--- src/perf_counter_pkg.sv ---
// Package of constants and types for the dual event performance counters
package perf_counter_pkg;

    localparam int COUNT_WIDTH = 40;
    localparam int SETUP_WIDTH = 32;

    // Setup register field positions; the last two are the counter-read gate bit and the sign bit
    localparam int EVENT_SELECT_LSB = 0;
    localparam int EVENT_QUALIFIER_LSB = 8;
    localparam int USER_LEVEL_QUALIFIER_BIT = 16;
    localparam int SUPERVISOR_QUALIFIER_BIT = 17;
    localparam int EDGE_DETECT_BIT = 18;
    localparam int PIN_SIGNALLING_BIT = 19;
    localparam int INTERRUPT_ENABLE_BIT = 20;
    localparam int GLOBAL_ENABLE_BIT = 22;
    localparam int THRESHOLD_INVERT_BIT = 23;
    localparam int PER_CYCLE_THRESHOLD_LSB = 24;
    localparam int COUNTER_READ_GATE_BIT = 8;
    localparam int SIGN_BIT = 31;

    // Reset values
    localparam logic [31:0] SETUP_RESET = 32'h0000_0000;
    localparam logic [39:0] COUNT_RESET = 40'h00_0000_0000;

    // Register selection codes on the register access port
    localparam logic [1:0] SEL_SETUP_ZERO = 2'h0;
    localparam logic [1:0] SEL_SETUP_ONE = 2'h1;
    localparam logic [1:0] SEL_COUNT_ZERO = 2'h2;
    localparam logic [1:0] SEL_COUNT_ONE = 2'h3;

    // Width of the per-cycle event count from each detection unit
    localparam int EVENT_COUNT_WIDTH = 4;

    // Bus clock is the processor clock divided by this ratio
    localparam int BUS_CLOCK_RATIO = 2;

    typedef struct packed {
        logic [7:0] per_cycle_threshold;
        logic threshold_invert;
        logic global_enable;
        logic reserved_21;
        logic interrupt_enable;
        logic pin_signalling;
        logic edge_detect;
        logic supervisor_qualifier;
        logic user_level_qualifier;
        logic [7:0] event_qualifier;
        logic [7:0] event_select;
    } event_setup_type;

    typedef struct packed {
        logic valid;
        logic write;
        logic [1:0] select;
        logic [31:0] wdata;
    } reg_request_type;

endpackage

--- src/perf_event_unit.sv ---
// One performance counter with its event qualification and monitor pin logic
`timescale 1ns/1ps

module perf_event_unit #(
    parameter int COUNT_WIDTH = 40,
    parameter int EVENT_COUNT_WIDTH = 4
) (
    // Clock and reset
    input wire logic clk_i,
    input wire logic rst_b_i,
    // Setup and qualification
    input wire perf_counter_pkg::event_setup_type setup_i,
    input wire logic active_i,
    input wire logic privilege_zero_i,
    input wire logic [EVENT_COUNT_WIDTH-1:0] events_i,
    input wire logic bus_edge_i,
    // Counter write
    input wire logic load_i,
    input wire logic [31:0] load_data_i,
    // Results
    output logic [COUNT_WIDTH-1:0] count_o,
    output logic overflow_o,
    output logic monitor_pin_o
);

    logic [7:0] raw_sum;
    logic priv_ok;
    logic cond_now;
    logic cond_prev_reg;
    logic [7:0] step;
    logic [COUNT_WIDTH:0] sum_wide;
    logic pin_request_reg;
    logic increment;

    always_comb begin
        raw_sum = 8'(events_i);
        priv_ok = (setup_i.user_level_qualifier && !privilege_zero_i)
            || (setup_i.supervisor_qualifier && privilege_zero_i);
        if (setup_i.per_cycle_threshold == 8'h00) begin
            cond_now = (raw_sum != 8'h00);
        end else if (setup_i.threshold_invert) begin
            cond_now = (raw_sum < setup_i.per_cycle_threshold);
        end else begin
            cond_now = (raw_sum >= setup_i.per_cycle_threshold);
        end
        cond_now = cond_now && priv_ok && active_i;
        if (!cond_now) begin
            step = 8'h00;
        end else if (setup_i.edge_detect) begin
            step = cond_prev_reg ? 8'h00 : 8'h01;
        end else if (setup_i.per_cycle_threshold == 8'h00) begin
            step = raw_sum;
        end else begin
            step = 8'h01;
        end
        increment = (step != 8'h00);
        sum_wide = {1'b0, count_o} + {{(COUNT_WIDTH-7){1'b0}}, step};
    end

    always_ff @(posedge clk_i or negedge rst_b_i) begin
        if (!rst_b_i) begin
            cond_prev_reg <= 1'b0;
        end else begin
            cond_prev_reg <= cond_now;
        end
    end

    // Counter with sign-extending load and carry-out overflow
    always_ff @(posedge clk_i or negedge rst_b_i) begin
        if (!rst_b_i) begin
            count_o <= '0;
            overflow_o <= 1'b0;
        end else if (load_i) begin
            count_o <= {{(COUNT_WIDTH-32){load_data_i[31]}}, load_data_i};
            overflow_o <= 1'b0;
        end else begin
            count_o <= sum_wide[COUNT_WIDTH-1:0];
            overflow_o <= sum_wide[COUNT_WIDTH];
        end
    end

    // Monitor pin: one bus clock high, then at least one low, so steady requests still toggle
    always_ff @(posedge clk_i or negedge rst_b_i) begin
        if (!rst_b_i) begin
            pin_request_reg <= 1'b0;
            monitor_pin_o <= 1'b0;
        end else begin
            if ((setup_i.pin_signalling && increment) || (!setup_i.pin_signalling && overflow_o)) begin
                pin_request_reg <= 1'b1;
            end else if (bus_edge_i && !monitor_pin_o) begin
                pin_request_reg <= 1'b0;
            end
            if (bus_edge_i) begin
                monitor_pin_o <= pin_request_reg && !monitor_pin_o;
            end
        end
    end

endmodule // perf_event_unit

--- src/dual_event_perf_counters.sv ---
// Top of the dual event performance counters with register access port
//
// Behaviour
// - Two independent 40-bit counters count events or measure durations.
// - Duration mode adds one per processor clock while the condition holds.
// - Setup bits 7:0 select the event detection unit feeding the counter.
// - Setup bits 15:8 qualify the selected unit to one condition.
// - Bit 16 counts at privilege levels 1, 2 or 3.
// - Bit 17 counts at privilege level 0.
// - Bit 18 counts only rising transitions of the qualified condition.
// - Bit 19 toggles the monitor pin per increment, otherwise on overflow.
// - A pin toggle is high for exactly one bus clock.
// - Bit 20 raises an interrupt request on counter overflow.
// - Bit 22 of first setup register enables or disables both counters.
// - Nonzero threshold: add one when per-cycle count reaches threshold.
// - Bit 23 inverts the threshold test to less-than; ignored at zero threshold.
// - Zero threshold adds the full per-cycle event count.
// - Register access works only at privilege level 0.
// - Counter-read instruction restricted to level 0 when the read gate is set.
// - Counter-read instruction does not serialize with other instructions.
// - Counter writes store low 32 bits and sign-extend bit 31 above.
// - Counting begins after the write that sets the global enable.
// - Global clear or clearing both setups stops; clearing second stops only it.
`timescale 1ns/1ps

module dual_event_perf_counters #(
    parameter int COUNT_WIDTH = 40,
    parameter int EVENT_COUNT_WIDTH = 4,
    parameter int UNIT_COUNT = 4
) (
    // Clock and reset
    input wire logic clk_i,
    input wire logic rst_b_i,
    // Processor state
    input wire logic privilege_zero_i,
    input wire logic counter_read_gate_i,
    // Event detection units, one per-cycle count per unit
    input wire logic [UNIT_COUNT*EVENT_COUNT_WIDTH-1:0] unit_events_i,
    input wire logic [7:0] unit_qualifier_i,
    // Privileged register access
    input wire perf_counter_pkg::reg_request_type reg_req_i,
    output logic [COUNT_WIDTH-1:0] reg_rdata_o,
    output logic reg_ack_o,
    output logic reg_fault_o,
    // Counter-read instruction
    input wire logic counter_read_i,
    input wire logic counter_read_sel_i,
    output logic [COUNT_WIDTH-1:0] counter_read_data_o,
    output logic counter_read_ack_o,
    output logic counter_read_fault_o,
    // Monitor pins and interrupt request
    output logic [1:0] monitor_pin_o,
    output logic overflow_irq_o
);

    // ------------------------------------------------------------
    // Registers
    // ------------------------------------------------------------
    perf_counter_pkg::event_setup_type setup_reg [2];
    logic [COUNT_WIDTH-1:0] count [2];
    logic [1:0] overflow;
    logic [1:0] load;
    logic [1:0] active;
    logic [EVENT_COUNT_WIDTH-1:0] events [2];
    logic [1:0] bus_div_reg;
    logic bus_edge;
    logic reg_ok;
    logic [1:0] pin_unused;

    // Selected unit events, gated by the qualifier match
    function automatic logic [EVENT_COUNT_WIDTH-1:0] pick_events(
        input perf_counter_pkg::event_setup_type s,
        input logic [UNIT_COUNT*EVENT_COUNT_WIDTH-1:0] units,
        input logic [7:0] qual
    );
        logic [EVENT_COUNT_WIDTH-1:0] r;
        r = '0;
        for (int u = 0; u < UNIT_COUNT; u++) begin
            if (s.event_select == 8'(u)) begin
                r = units[u*EVENT_COUNT_WIDTH +: EVENT_COUNT_WIDTH];
            end
        end
        if ((s.event_qualifier != 8'h00) && ((s.event_qualifier & qual) == 8'h00)) begin
            r = '0;
        end
        return r;
    endfunction

    always_comb begin
        reg_ok = reg_req_i.valid && privilege_zero_i;
        load[0] = reg_ok && reg_req_i.write && (reg_req_i.select == perf_counter_pkg::SEL_COUNT_ZERO);
        load[1] = reg_ok && reg_req_i.write && (reg_req_i.select == perf_counter_pkg::SEL_COUNT_ONE);
        // A counter with an all-zero setup counts nothing, so clearing setups stops it
        active[0] = setup_reg[0].global_enable && (setup_reg[0] != '0);
        active[1] = setup_reg[0].global_enable && (setup_reg[1] != '0);
        events[0] = pick_events(setup_reg[0], unit_events_i, unit_qualifier_i);
        events[1] = pick_events(setup_reg[1], unit_events_i, unit_qualifier_i);
        bus_edge = (bus_div_reg == 2'(perf_counter_pkg::BUS_CLOCK_RATIO - 1));
    end

    // ------------------------------------------------------------
    // Setup register writes
    // ------------------------------------------------------------
    always_ff @(posedge clk_i or negedge rst_b_i) begin
        if (!rst_b_i) begin
            setup_reg[0] <= perf_counter_pkg::SETUP_RESET;
            setup_reg[1] <= perf_counter_pkg::SETUP_RESET;
        end else if (reg_ok && reg_req_i.write) begin
            // Enable takes effect from the cycle after the write
            if (reg_req_i.select == perf_counter_pkg::SEL_SETUP_ZERO) begin
                setup_reg[0] <= reg_req_i.wdata;
            end
            if (reg_req_i.select == perf_counter_pkg::SEL_SETUP_ONE) begin
                // Second setup has no global enable bit
                setup_reg[1] <= reg_req_i.wdata & ~(32'h1 << perf_counter_pkg::GLOBAL_ENABLE_BIT);
            end
        end
    end

    // ------------------------------------------------------------
    // Bus clock divider for pin timing
    // ------------------------------------------------------------
    always_ff @(posedge clk_i or negedge rst_b_i) begin
        if (!rst_b_i) begin
            bus_div_reg <= 2'h0;
        end else if (bus_edge) begin
            bus_div_reg <= 2'h0;
        end else begin
            bus_div_reg <= bus_div_reg + 2'h1;
        end
    end

    // ------------------------------------------------------------
    // Counter units
    // ------------------------------------------------------------
    for (genvar i = 0; i < 2; i++) begin : g_unit
        perf_event_unit #(
            .COUNT_WIDTH(COUNT_WIDTH),
            .EVENT_COUNT_WIDTH(EVENT_COUNT_WIDTH)
        ) u_unit (
            .clk_i(clk_i),
            .rst_b_i(rst_b_i),
            .setup_i(setup_reg[i]),
            .active_i(active[i]),
            .privilege_zero_i(privilege_zero_i),
            .events_i(events[i]),
            .bus_edge_i(bus_edge),
            .load_i(load[i]),
            .load_data_i(reg_req_i.wdata),
            .count_o(count[i]),
            .overflow_o(overflow[i]),
            .monitor_pin_o(pin_unused[i])
        );
    end

    always_ff @(posedge clk_i or negedge rst_b_i) begin
        if (!rst_b_i) begin
            monitor_pin_o <= 2'h0;
        end else begin
            monitor_pin_o <= pin_unused;
        end
    end

    // ------------------------------------------------------------
    // Overflow interrupt request
    // ------------------------------------------------------------
    always_ff @(posedge clk_i or negedge rst_b_i) begin
        if (!rst_b_i) begin
            overflow_irq_o <= 1'b0;
        end else begin
            overflow_irq_o <= (overflow[0] && setup_reg[0].interrupt_enable)
                || (overflow[1] && setup_reg[1].interrupt_enable);
        end
    end

    // ------------------------------------------------------------
    // Privileged register read and write answer
    // ------------------------------------------------------------
    always_ff @(posedge clk_i or negedge rst_b_i) begin
        if (!rst_b_i) begin
            reg_rdata_o <= '0;
            reg_ack_o <= 1'b0;
            reg_fault_o <= 1'b0;
        end else begin
            reg_ack_o <= reg_ok;
            reg_fault_o <= reg_req_i.valid && !privilege_zero_i;
            if (reg_ok && !reg_req_i.write) begin
                case (reg_req_i.select)
                    perf_counter_pkg::SEL_SETUP_ZERO: begin
                        reg_rdata_o <= {{(COUNT_WIDTH-32){1'b0}}, setup_reg[0]};
                    end
                    perf_counter_pkg::SEL_SETUP_ONE: begin
                        reg_rdata_o <= {{(COUNT_WIDTH-32){1'b0}}, setup_reg[1]};
                    end
                    perf_counter_pkg::SEL_COUNT_ZERO: begin
                        reg_rdata_o <= count[0];
                    end
                    default: begin
                        reg_rdata_o <= count[1];
                    end
                endcase
            end else begin
                reg_rdata_o <= '0;
            end
        end
    end

    // ------------------------------------------------------------
    // Counter-read instruction: samples the counter at once, no ordering
    // ------------------------------------------------------------
    always_ff @(posedge clk_i or negedge rst_b_i) begin
        if (!rst_b_i) begin
            counter_read_data_o <= '0;
            counter_read_ack_o <= 1'b0;
            counter_read_fault_o <= 1'b0;
        end else begin
            if (counter_read_i && (privilege_zero_i || !counter_read_gate_i)) begin
                counter_read_ack_o <= 1'b1;
                counter_read_fault_o <= 1'b0;
                counter_read_data_o <= count[counter_read_sel_i];
            end else begin
                counter_read_ack_o <= 1'b0;
                counter_read_fault_o <= counter_read_i;
                counter_read_data_o <= '0;
            end
        end
    end

endmodule // dual_event_perf_counters

--- config.mk ---
export PLATFORM = sky130hd
export DESIGN_NAME = dual_event_perf_counters
export DESIGN_NICKNAME = d
export VERILOG_FILES = /design/src/perf_counter_pkg.sv /design/src/perf_event_unit.sv /design/src/dual_event_perf_counters.sv
export SDC_FILE = /design/constraint.sdc
export NUM_CORES = 1
export LEC_CHECK = 0
export BUFFER_PORTS_ARGS = -buffer_cell sky130_fd_sc_hd__buf_2
export CAP_MARGIN = 10
export CORE_MARGIN = 2
export CORE_UTILIZATION = 36
export CTS_BUF_LIST = sky130_fd_sc_hd__clkbuf_8
export DETAILED_ROUTE_END_ITERATION = 16
export PLACE_DENSITY_LB_ADDON = 0.25
export SYNTH_ARGS = -nofsm -noshare
export SYNTH_HDL_FRONTEND = slang
export SYNTH_SLANG_ARGS = --single-unit
--- constraint.sdc ---
create_clock -name clk_i -period 11.15 [get_ports clk_i]
set_input_delay 0.5575 -clock clk_i [delete_from_list [all_inputs] [get_ports clk_i]]
set_output_delay 0.5575 -clock clk_i [all_outputs]
set_load 0.01 [all_outputs]
# [After elaboration in Yosys (flattened, before gate mapping)]
# Index checks and enable logic that the tools add are counted.
[op_classes] n_reduce_logical=61 bitwise_logic=3 n_eq_ne=10 n_mux=39 add_sub_neg=3 n_lt_le_gt_ge=5
[op_table] operator="2-to-1 mux 40 bit" n=7
[op_table] operator="case mux 40 bit (3 select lines)" n=1
[op_table] operator="adder 40 x 8 -> 41 bit" n=2
[op_table] operator="nonzero test 32 bit" n=2
[op_table] operator="zero test 8 bit" n=6
[op_table] operator="2-to-1 mux 4 bit" n=12
[op_table] operator="== test 8 x 2 -> 1 bit (second input constant)" n=4
[op_table] operator="2-to-1 mux 8 bit" n=4
[op_table] operator="nonzero test 8 bit" n=4
[op_table] operator="logical AND 1 bit" n=29
[op_table] operator="bitwise AND 8 bit" n=2
[op_table] operator="== test 8 x 1 -> 1 bit (second input constant)" n=2
[op_table] operator=">= comparator 4 x 8 -> 1 bit" n=2
[op_table] operator="less-than comparator 4 x 8 -> 1 bit" n=2
[op_table] operator="2-to-1 mux 1 bit" n=14
[op_table] operator="nonzero test 4 bit" n=2
[op_table] operator="zero test 1 bit" n=7
[op_table] operator="logical OR 1 bit" n=6
[op_table] operator="== test 2 x 1 -> 1 bit (second input constant)" n=2
[op_table] operator="== test 2 bit (second input constant)" n=2
[op_table] operator="AND reduction 2 bit" n=2
[op_table] operator="nonzero test 2 bit" n=2
[op_table] operator="adder 2 x 1 -> 2 bit (second input constant)" n=1
[op_table] operator=">= comparator 2 bit (second input constant)" n=1
[op_table] operator="other kinds (3)" n=3
[totals] elab_cells=161 output_inout_bits=87 regBits=240 input_bits=66

# [Logic depth before layout (Yosys ltp)]
# Gate-level depths: netlist of run 1.
[logic_depth] depth_word=16 mapped_depth=20 ltp_nobuf=20

# [Hierarchy]
# From an unflattened synthesis of run 1, not the netlist that was laid out.
[unflattened] hier_cells=1051 area_unflattened_um2=12077.8
[by_module_without_submodules] mod="dual_event_perf_counters" area_per_inst_um2=6902.9 seq_area_each_um2=3803.6 cells_each=477 instances=1
[by_module_without_submodules] mod="perf_event_unit" area_per_inst_um2=2587.5 seq_area_each_um2=1101.1 cells_each=287 instances=2

# [Worst setup path after synthesis of run 1]
# No wires, ideal clock.
[synth_timing] path_kind="register -> register" start="register setup_reg[32] (netlist name)" end="register g_unit[0].u_unit.count_o[34]" path_slack_ns=6.455 arrival_ns=4.552 period_less_slack_ns=4.695 path_buffers=1 stages_incl_launch_ff=19 setup_ns=0.143 cell_sequence="dfrtp_1 -> clkbuf_1 -> mux4_2 -> and2_1 -> ha_1 -> a21oi_1 -> a21boi_0 -> a311o_1 -> a221oi_1 -> and3_1 -> ha_1 -> fa_1 -> a21oi_1 -> o21bai_1 -> nand2_1 -> or4_1 -> nor2_1 -> xnor2_1 -> a21oi_1"
[synth_via] elab_chain_cells=14 word_cells_on_any_way=23 classes_between="add/sub (1); order compare (2); eq/ne (3); mux (11); reduce/logical (6)"
[synth_rtl] item="from (decl)" line="dual_event_perf_counters.sv:59" text="perf_counter_pkg::event_setup_type setup_reg [2];"
[synth_rtl] item="zero test 8 bit" line="dual_event_perf_counters.sv:79" text="if (s.event_select == 8'(u)) begin"
[synth_rtl] item="2-to-1 mux 4 bit (4 in a row)" line="dual_event_perf_counters.sv:79"
[synth_rtl] item="2-to-1 mux 4 bit" line="dual_event_perf_counters.sv:83" text="if ((s.event_qualifier != 8'h00) && ((s.event_qualifier & qual) == 8'h00)) begin"
[synth_rtl] item=">= comparator 4 x 8 -> 1 bit or less-than comparator 4 x 8 -> 1 bit (tied branches)" line="perf_event_unit.sv:44, perf_event_unit.sv:42"
[synth_rtl] item="2-to-1 mux 1 bit" line="perf_event_unit.sv:41" text="end else if (setup_i.threshold_invert) begin"
[synth_rtl] item="2-to-1 mux 1 bit" line="perf_event_unit.sv:39" text="if (setup_i.per_cycle_threshold == 8'h00) begin"
[synth_rtl] item="logical AND 1 bit (2 in a row)" line="perf_event_unit.sv:46" text="cond_now = cond_now && priv_ok && active_i;"
[synth_rtl] item="2-to-1 mux 8 bit (*)" line="perf_event_unit.sv:47" text="if (!cond_now) begin"
[synth_rtl] item="adder 40 x 8 -> 41 bit (*)" line="perf_event_unit.sv:57" text="sum_wide = {1'b0, count_o} + {{(COUNT_WIDTH-7){1'b0}}, step};"
[synth_rtl] item="2-to-1 mux 40 bit (*)" line="perf_event_unit.sv:73" text="end else if (load_i) begin"
[synth_rtl] item="to (signal assigned)" line="perf_event_unit.sv:74" text="count_o <= {{(COUNT_WIDTH-32){load_data_i[31]}}, load_data_i};"
[synth_rtl] item="to (signal assigned)" line="perf_event_unit.sv:77" text="count_o <= sum_wide[COUNT_WIDTH-1:0];"
[synth_rtl] item="to (decl)" line="perf_event_unit.sv:21" text="output logic [COUNT_WIDTH-1:0] count_o,"
# Mark *: on every way between the ends. The rest lies on a longest branch, timed or not.
# A chain may end at the register's enable or synchronous reset.

# [Final worst setup path of run 1]
[layout_timing] start="register setup_reg[37] (netlist name)" end="register g_unit[0].u_unit.count_o[36]"
# The elaborated chain is that of the path after synthesis.

==> results.ini, run 1 <==
[yosys]
synth_area_sq_um = 11800
synth_nets = 1147
yosysSeqAreaShare_pct = 50.8
synth_edf_count = 0
ys.warnings.count = 0
synthFlopType = dfrtp_1
synth_seq_cells = 240
avgSynthCellArea_sq_um = 11.1
yosysTopAreaCell = dfrtp_1
syn_inst = 1065
synth_area_leaders = dfrtp_1 51%, mux4_2 7.2%, mux2_2 6.2%
netlist.area_leader.share_pct = 50.8
async_reset_ff_share_pct = 100
ys_types = 51

[worst_setup_path]
r2r_cells = 19
critPathRequiredTime_ps = 11550
arrival_ps = 5990
reg2reg_to = g_unit[0].u_unit.count_o[36]$_DFF_PN0_
critPathMaxFanout = 8
setup.worst_path.start = setup_reg[37]$_DFFE_PN0P_
regToRegSetupSlack_ps = 5560
crit_end = g_unit[0].u_unit.count_o[36]$_DFF_PN0_
r2r-start = setup_reg[37]$_DFFE_PN0P_
critPathLaunchType = register
cp-end-kind = register
worstSetupPathType = register to register

[finish]
diodes = 0
final_common_cell = dfrtp_1
nets = 1311
layout_common_cells = 240 x dfrtp_1, 151 x buf_2, 118 x nor2_1
drive_gt1_share_pct = 26.6
largest_register_ffs = 80
fin_cells = 1696
area_delta_synth_final_pct = 18.0

[floorplanning]
io_pins = 153
core_sq_um = 32500
start_util_pct = 36.4
die_w_um = 185
rows = 66
dieHeight_um = 185
dieArea_sq_um = 34300

[pwr]
p_leak_uw = 0.00634
power.density_nw_per_um2 = 188
ir_drop_v = 0.0000839
p_seq_share_pct = 47.7
p_int_uw = 1790
p_clk_share_pct = 31.6
switching_share_pct = 31.7
combPwrFrac_pct = 20.7
power_switching_uw = 829

[timing]
drv_slew = 0
hold_violations = 0
setup_violations = 0
relSlewSlack_pct = 30.5
setup_tns_ps = 0
fin_skew_ps = 25.3
rsz0062_at_grt = no
tightest_slew_ps = 1030
fin_crit_sh_pct = 50.1
fmax_ghz = 0.179
period_needed_ps = 5590

[global_route]
antenna_found_initial = 1
grt_pass1_wl_um = 52500
grt.overflow.total = 0
grt_max_degree = 101
grt_pass1_vias = 9085
track_usage_pct = 19.9

[clocking]
ctsRootBufferMaster = clkbuf_8
holdBufCountCts = 0
postCtsResizedCells = 0
postCtsSetupBuffers = 0
h-tree-depth = 2
numCtsBuffers = 44
cts_sinks = 240
worstSkewPairLatency_ps = 550
cts_tree = yes
clk_pin_slew_ps = 60
cts_buffer_depth = 3

[placed_design]
dp_cells = 1624
hpwlAfterDp_um = 22800
place.port_buffers = 152
gp_congestion = 0.814

[routing]
post_drt_wl_per_cell_um = 19.6
drtIter0Drc = 622
ant_nets = 0
drt-total-wl_um = 33300
via_per_inst = 5.21
firstDrtPassIters = 5
vias = 8838
drc_errors = 0

[worst_hold_path]
hold_path_class = primary input to async pin

[outcome]
status = completed

[run]
cap_violations = 0

[cells by family after synthesis]
| logic type | synth area share [%] |
|---|---|
| AO/OA/AOI/OAI | 6.52 |
| XOR/XNOR | 5.63 |
| multiplexers | 17.7 |
| flip-flops | 50.8 |
| buffers and inverters | 2.40 |
| adder cells (fa/ha/maj) | 1.82 |
| AND/OR/NAND/NOR | 15.1 |
[area by class of cell]
type	instances	area, sq um
fill	3133	18500
sequential	240	6010
multi-input combinational	752	5540
timing repair buffer	166	896
clock buffer	52	716
tap	442	553
clock inverter	19	135
inverter	25	93.8
[power groups by stage]
stage / sequential [uW] / clock [uW] / combinational (uW)
2_1_floorplan: 1190 / 0 / 384
3_3_place_gp: 1260 / 0 / 534
3_5_place_dp: 1260 / 0 / 541
4_1_cts: 1250 / 850 / 544
5_1_grt: 1280 / 893 / 601
6_report: 1250 / 827 / 541
[routing by layer]
metal  wire [um]  up-vias  GRT usage, %
met5          13        -             0
met2       15400      228          31.7
met3        1510       45          3.62
met1       15800     4476          28.2
met4         590        2          4.98
li1            -     4087             -
[cell usage after synthesis (3+ instances only)]
library cell    n
xor2_1         25
a22oi_1        10
a21oi_1        57
nor4_1         15
buf_1          11
nand3_1        24
and3_1          9
a31oi_1         3
mux2_2         65
nor3_1         25
ha_1           14
and4_1          5
inv_1          25
and2_1         13
mux4_2         38
nor2b_1        35
or3_1           4
clkbuf_1       34
nor2_1        119
xnor2_1        51
nand2b_1        5
nand4_1        21
nand2_1        91
mux2i_1        50
o21bai_1        4
dfrtp_1       240
o21ai_0        39
[worst min path at each step]
stage	endpoint	slack, ps	depth (start not counted)	startpoint
detailed placement	monitor_pin_o[1]$_DFF_PN0_	400	0	g_unit[1].u_unit.monitor_pin_o$_DFFE_PN0P_
CTS	g_unit[1].u_unit.count_o[9]$_DFF_PN0_	90	1	rst_b_i
global route	setup_reg[9]$_DFFE_PN0P_	100	1	rst_b_i
floorplan	bus_div_reg[0]$_DFF_PN0_	260	0	rst_b_i
finish	counter_read_data_o[4]$_DFF_PN0_	60	1	rst_b_i
global placement	monitor_pin_o[1]$_DFF_PN0_	410	0	g_unit[1].u_unit.monitor_pin_o$_DFFE_PN0P_
[critical path: stages, from the launching register on]
cell and delay, ps:
dfrtp_1 400, nor4_1 450, nand2_1 170, a21oi_1 360
and2_1 210, ha_1 240, a21oi_1 170, a21boi_0 110
a311o_1 390, a221oi_1 380, and3_1 210, ha_1 180
fa_1 220, a21oi_1 70, o21bai_1 740, nand2_1 90
or4_1 670, nor2_1 170, xnor2_1 130, a21oi_1 90
[metrics by stage]
step	hold slack [ps]	instance area [sq um]	utilization (%)	total power [uW]	setup slack (ps)
after floorplan	262	11800	-	1570	6460
after global placement	405	13100	40.2	1790	5790
after detailed placement	404	13100	40.2	1800	5610
after CTS	88.4	13900	42.9	2640	5630
after global routing	97.5	13900	43.0	2770	5230
final	65.0	13900	43.0	2620	5560
(Power assumes the default switching activity.)
==> run 2: changes to the inputs <==
==> constraint.sdc (replaced) <==
create_clock -name clk_i -period 5.1 [get_ports clk_i]
set_input_delay 0.255 -clock clk_i [delete_from_list [all_inputs] [get_ports clk_i]]
set_output_delay 0.255 -clock clk_i [all_outputs]
set_load 0.01 [all_outputs]
==> run 2 against run 1 <==
Compared with the run above: sequential power grew 120%; routed wire length increased by 1.5%; power increased by 120%; highest routed layer is now met4; setup slack got worse by 5200 ps; non-clock buffer count increased by 41; register-to-register slack worse by 5200 ps; critical path depth is 1 lower.
==> results.ini, run 2 (synthesis gave the netlist of run 1 again) <==
[worst_setup_path]
critPathRequiredTime_ps = 5460  ; -6090 ps
reg2reg_to = g_unit[0].u_unit.count_o[14]$_DFF_PN0_
cp_slowest_cell = mux4_2
r2r-start = setup_reg[32]$_DFFE_PN0P_
arrival_ps = 5060  ; -930 ps
cpPeakStageDelay_ps = 620  ; -120 ps
regToRegSetupSlack_ps = 400  ; -5160 ps
worstSetupPathType = register to register
r2r_cells = 18  ; -1
cp-end-kind = register
critPathMaxFanout = 8  ; unchanged
crit_path_cell_trace = mux4_2, and2_1, ha_1, a21oi_1, a21boi_0, a311o_1, a2111o_1, and3_1, ha_1, fa_1, a21oi_1, o21bai_1, buf_4, nand4_1, nor2_1, and4_1, xnor2_1, o21ai_0
critPathLaunchType = register

[finish]
final_common_cell = dfrtp_1
layout_common_cells = 239 x dfrtp_1, 151 x buf_2, 118 x nor2_1
fin_cells = 1741  ; +2.7%
largest_register_ffs = 80  ; unchanged
stdcell_area_sq_um = 14300  ; +2.8%
fillers = 3135  ; +0.064%
area_delta_synth_final_pct = 21.3
nets = 1351  ; +3.1%
drive_gt1_share_pct = 26.7  ; +0.10 points

[global_route]
antenna_found_initial = 1  ; unchanged
grt_max_degree = 86  ; -15%
track_usage_pct = 20.3  ; +0.36 points
grt.overflow.total = 0  ; unchanged
grt_pass1_wl_um = 53300  ; +1.5%
grt_pass1_vias = 9191  ; +1.2%

[timing]
setup_violations = 0  ; unchanged
holdWs_ps = 30.2  ; -34.8 ps
fmax_ghz = 0.213  ; +19%
rsz0062_at_grt = no
drv_slew = 0  ; unchanged
hold_violations = 0  ; unchanged
relSlewSlack_pct = 22.6  ; -7.9 points
tightest_slew_ps = 1160  ; +126 ps
period_needed_ps = 4700  ; -885 ps
fin_skew_ps = 23.4  ; -1.98 ps
setup_tns_ps = 0  ; unchanged
fin_crit_sh_pct = 92.2  ; +42 points
fin_ws_ps = 400  ; -5160 ps

[placed_design]
dpl-instance-area_sq_um = 13100  ; +0.52%
pre_cts_ws_ps = 289  ; -5320 ps
dp_cells = 1633  ; +0.55%
place.port_buffers = 152  ; unchanged
gp_congestion = 0.879  ; +8.0%
hpwlAfterDp_um = 23500  ; +3.3%

[clocking]
postCtsSetupBuffers = 0  ; unchanged
clk_pin_slew_ps = 60  ; about the same
h-tree-depth = 2  ; unchanged
cts_sinks = 240  ; unchanged
worstSkewPairLatency_ps = 540  ; about the same
numCtsBuffers = 43  ; -2.3%
ctsRootBufferMaster = clkbuf_8
cts_tree = yes
cts_buffer_depth = 3  ; unchanged

[floorplanning]
die_w_um = 185  ; unchanged
start_util_pct = 36.4  ; unchanged
rows = 66  ; unchanged
core_sq_um = 32500  ; unchanged
io_pins = 153  ; unchanged
dieHeight_um = 185  ; unchanged
dieArea_sq_um = 34300  ; unchanged

[worst_hold_path]
worstHoldEndpoint = g_unit[0].u_unit.count_o[16]$_DFF_PN0_
min_path_cells = 3
hp-start = reg_req_i[16]
hold_path_class = primary input to register

[routing]
drt-total-wl_um = 33800  ; +1.5%
drc_errors = 0  ; unchanged
ant_nets = 0  ; unchanged
post_drt_wl_per_cell_um = 19.4  ; -1.1%
drtIter0Drc = 525  ; -16%
firstDrtPassIters = 5  ; unchanged
via_per_inst = 5.18  ; -0.51%
vias = 9026  ; +2.1%

[pwr]
ir_drop_v = 0.000172  ; +100%
p_leak_uw = 0.00653  ; +3.0%
power.density_nw_per_um2 = 399  ; +110%

[outcome]
status = completed

[run]
cap_violations = 0  ; unchanged

run 2: cell types whose count changed in the layout (fill, tap and decap cells not counted), sizes merged:
cell | before | now
dlygate4sd3 | 0 | 33
clkbuf | 52 | 56
diode | 0 | 1
bufinv | 2 | 0
buf | 166 | 174
inv | 37 | 39
clkinvlp | 2 | 1
run 2: worst max path at each step:
stage	from	to	slack, ps
floorplan	setup_reg[32]$_DFFE_PN0P_	g_unit[0].u_unit.count_o[34]$_DFF_PN0_	400
global placement	setup_reg[44]$_DFFE_PN0P_	g_unit[0].u_unit.count_o[34]$_DFF_PN0_	390
detailed placement	setup_reg[44]$_DFFE_PN0P_	g_unit[0].u_unit.count_o[36]$_DFF_PN0_	290
CTS	setup_reg[44]$_DFFE_PN0P_	g_unit[0].u_unit.count_o[36]$_DFF_PN0_	270
global route	setup_reg[44]$_DFFE_PN0P_	g_unit[0].u_unit.count_o[36]$_DFF_PN0_	70
finish	setup_reg[32]$_DFFE_PN0P_	g_unit[0].u_unit.count_o[14]$_DFF_PN0_	400
run 2: metrics by stage:
step                util [%]  total power, uW
floorplan                  -             3440
global placement        40.5             3930
detailed placement      40.5             3950
CTS                     44.1             5760
global route            44.2             6060
finish                  44.2             5710
run 2: final cells by class:
class / count / area [sq um] / area share, %
tap: 442 / 553 / 3.86
clock inverter: 18 / 80.1 / 0.559
sequential: 240 / 6010 / 41.9
clock buffer: 56 / 771 / 5.38
multi-input combinational: 752 / 5560 / 38.8
inverter: 25 / 93.8 / 0.655
antenna: 1 / 2.50 / 0.0175
timing repair buffer: 207 / 1270 / 8.84
run 2: routing by layer:
| layer | vias to the layer above | global-route usage [%] | part of all wire [%] |
|---|---|---|---|
| li1 | 4178 | - | - |
| met4 | 0 | 4.95 | 1.6 |
| met1 | 4502 | 28.9 | 46 |
| met2 | 300 | 32.4 | 47 |
| met3 | 46 | 3.36 | 6.0 |
| met5 | - | 0 | 0 |
run 2: repair_timing:
| action | 4_1_cts | 5_1_grt |
|---|---|---|
| gates resized for setup | 0 | 4 |
| hold endpoints to repair | 148 | 0 |
| setup endpoints to repair | 0 | 22 |
| hold buffers | 33 | 0 |
run 2: critical path: cells and delay by family, from the launching register on:
| family | cells | cell delay (ps) |
|---|---|---|
| flip-flops | 1 | 470 |
| AO/OA/AOI/OAI | 7 | 1370 |
| XOR/XNOR | 1 | 120 |
| buffers and inverters | 1 | 190 |
| AND/OR/NAND/NOR | 5 | 880 |
| multiplexers | 1 | 620 |
| adder cells (fa/ha/maj) | 3 | 890 |
run 2: power breakdown:
part / total, uW / leakage, uW / switching, uW / internal [uW]
Clock: 1760 / 0.000488 / 786 / 978
Combinational: 1220 / 0.00302 / 574 / 641
Sequential: 2730 / 0.00302 / 460 / 2270
Total: 5710 / 0.00653 / 1820 / 3890
==> run 3: changes to the inputs <==
--- a/config.mk
+++ b/config.mk
@@ -14,4 +14,5 @@
 export PLACE_DENSITY_LB_ADDON = 0.25
 export SYNTH_ARGS = -nofsm -noshare
 export SYNTH_HDL_FRONTEND = slang
+export SYNTH_HIERARCHICAL = 1
 export SYNTH_SLANG_ARGS = --single-unit
==> run 3 against run 2 <==
Compared with the run above: routed wire length increased by 3.2%; combinational power decreased by 8%; non-clock buffer count decreased by 4; utilization decreased by 0.40 points; critical path type unchanged; critical endpoint is now g_unit[0].u_unit/count_o[18]$_DFF_PN0_.
==> results.ini, run 3 <==
[routing]
post_drt_wl_per_cell_um = 20.2  ; +3.9%
drt-total-wl_um = 34900  ; +3.2%
drtIter0Drc = 543  ; +3.4%
firstDrtPassIters = 5  ; unchanged
ant_nets = 0  ; unchanged
drc_errors = 0  ; unchanged
vias = 8999  ; -0.30%
via_per_inst = 5.20  ; +0.39%

[clocking]
worstSkewPairLatency_ps = 570  ; +30 ps
ctsRootBufferMaster = clkbuf_8
h-tree-depth = 2  ; unchanged
cts_sinks = 240  ; unchanged
cts_tree = yes
numCtsBuffers = 44  ; +2.3%
cts_buffer_depth = 3  ; unchanged
clk_pin_slew_ps = 60  ; about the same

[floorplanning]
start_util_pct = 36.3  ; -0.13 points
die_w_um = 187  ; +1.1%
core_sq_um = 33300  ; +2.5%
rows = 67  ; +1.5%
io_pins = 153  ; unchanged
dieHeight_um = 187  ; +1.1%
dieArea_sq_um = 35000  ; +2.1%

[timing]
drv_slew = 0  ; unchanged
fin_ws_ps = 398  ; -2.07 ps
fin_crit_sh_pct = 92.2  ; about the same
setup_violations = 0  ; unchanged
holdWs_ps = 69.9  ; +39.7 ps
setup_tns_ps = 0  ; unchanged
hold_violations = 0  ; unchanged
tightest_slew_ps = 1030  ; -127 ps
fin_skew_ps = 20.4  ; -2.92 ps
period_needed_ps = 4700  ; +2.07 ps
rsz0062_at_grt = no
fmax_ghz = 0.213  ; about the same
relSlewSlack_pct = 31.3  ; +8.6 points

[worst_setup_path]
crit_family = simple AND/OR/NAND/NOR gates
regToRegSetupSlack_ps = 400  ; about the same
r2r-start = setup_reg[37]$_DFFE_PN0P_
reg2reg_to = g_unit[0].u_unit/count_o[18]$_DFF_PN0_
critPathRequiredTime_ps = 5520  ; +60 ps
critPathMaxFanout = 9  ; +1
worstSetupPathType = register to register
cpPeakStageDelay_ps = 550  ; -70 ps
cp_slowest_cell = or4_1
crit_path_cell_trace = or4_1, nor3_1, o21ai_1, nor2b_1, ha_1, nor2b_1, o21ai_0, a31oi_1, o21ai_0, nor2_1, ha_1, fa_1, nand3_1, and2_1, nor2_4, and4_1, xnor2_1, o21ai_0
r2r_cells = 18  ; unchanged
setup.worst_path.start = setup_reg[37]$_DFFE_PN0P_
cp-end-kind = register
arrival_ps = 5120  ; +60 ps
path_buf_inv = 0  ; -1
critPathLaunchType = register
cp_common_cell = o21ai_0

[placed_design]
pre_cts_ws_ps = 170  ; -120 ps
dp_cells = 1614  ; -1.2%
gp_congestion = 0.865  ; -1.5%
place.port_buffers = 152  ; unchanged
hpwlAfterDp_um = 23700  ; +0.86%

[finish]
multi_input_area_sq_um = 5750  ; +3.5%
layout_common_cells = 240 x dfrtp_1, 151 x buf_2, 88 x nand2_1
regArea_sq_um = 6010  ; about the same
drive_gt1_share_pct = 27.9  ; +1.2 points
fin_cells = 1729  ; -0.69%
area_delta_synth_final_pct = 20.6
nets = 1332  ; -1.4%
final_common_cell = dfrtp_1
fillers = 3236  ; +3.2%
largest_register_ffs = 80  ; unchanged

[global_route]
grt.overflow.total = 0  ; unchanged
track_usage_pct = 20.1  ; -0.20 points
grt_pass1_wl_um = 55100  ; +3.4%
grt_max_degree = 131  ; +52%
grt_pass1_vias = 9396  ; +2.2%
antenna_found_initial = 1  ; unchanged

[worst_hold_path]
worstHoldEndpoint = reg_fault_o$_DFF_PN0_
hp-start = privilege_zero_i
min_path_cells = 2  ; -1
hold_path_class = primary input to register

[pwr]
p_leak_uw = 0.00663  ; +1.6%
power.density_nw_per_um2 = 386  ; -3.1%
ir_drop_v = 0.000163  ; -5.3%

[yosys]
syn_inst = 1050  ; -1.4%
synth_area_sq_um = 12100  ; +2.2%
ys.warnings.count = 6  ; +6
avgSynthCellArea_sq_um = 11.5  ; +3.6%
synth_nets = 1134  ; -1.1%

[outcome]
status = completed

[run]
cap_violations = 0  ; unchanged

-- run 3: worst max path at each step --
stage | endpoint | slack, ps | cells past startpoint
finish | g_unit[0].u_unit/count_o[18]$_DFF_PN0_ | 400 | 18
global placement | g_unit[1].u_unit/count_o[24]$_DFF_PN0_ | 170 | 18
CTS | g_unit[1].u_unit/count_o[24]$_DFF_PN0_ | 140 | 18
floorplan | g_unit[1].u_unit/count_o[34]$_DFF_PN0_ | 1120 | 20
detailed placement | g_unit[1].u_unit/count_o[18]$_DFF_PN0_ | 170 | 18
global route | g_unit[1].u_unit/count_o[18]$_DFF_PN0_ | 10 | 19
-- run 3: power by group --
part           internal (uW)  switching [uW]  leakage (uW)  total, uW
logic                    624             495       0.00305       1120
clock network            998             834      0.000504       1830
registers               2240             437       0.00307       2680
-- run 3: cell type report --
type	count	area share (%)
timing repair buffer	203	8.63
antenna	1	0.0172
multi-input combinational	730	39.5
clock buffer	57	5.39
tap	448	3.85
sequential	240	41.2
clock inverter	21	0.636
inverter	29	0.747
-- run 3: layer usage --
metal	GRT usage, %	share of wire [%]
met1	27.3	45
met2	32.5	48
met3	3.71	4.8
met4	6.68	2.6
met5	0	0
-- run 3: timing repair --
item,in CTS,in global routing
setup buffers,0,0
hold endpoints to repair,253,0
setup endpoints to repair,0,33
hold buffers,36,0
resized for setup,0,3
-- run 3: worst register-to-register path, cell delays in order, from the launching register on --
cell and delay [ps]:
dfrtp_1 380, or4_1 550, nor3_1 190, o21ai_1 260
nor2b_1 240, ha_1 260, nor2b_1 140, o21ai_0 240
a31oi_1 120, o21ai_0 300, nor2_1 100, ha_1 230
fa_1 410, nand3_1 110, and2_1 400, nor2_4 160
and4_1 250, xnor2_1 140, o21ai_0 100
-- run 3: through the flow --
stage	cell area [sq um]	total power (uW)	utilization [%]
final	14600	5630	43.8
after global routing	14600	5930	43.7
after CTS	14600	5680	43.7
after detailed placement	13300	3800	40.0
after global placement	13300	3780	40.0
after floorplan	12100	3330	-
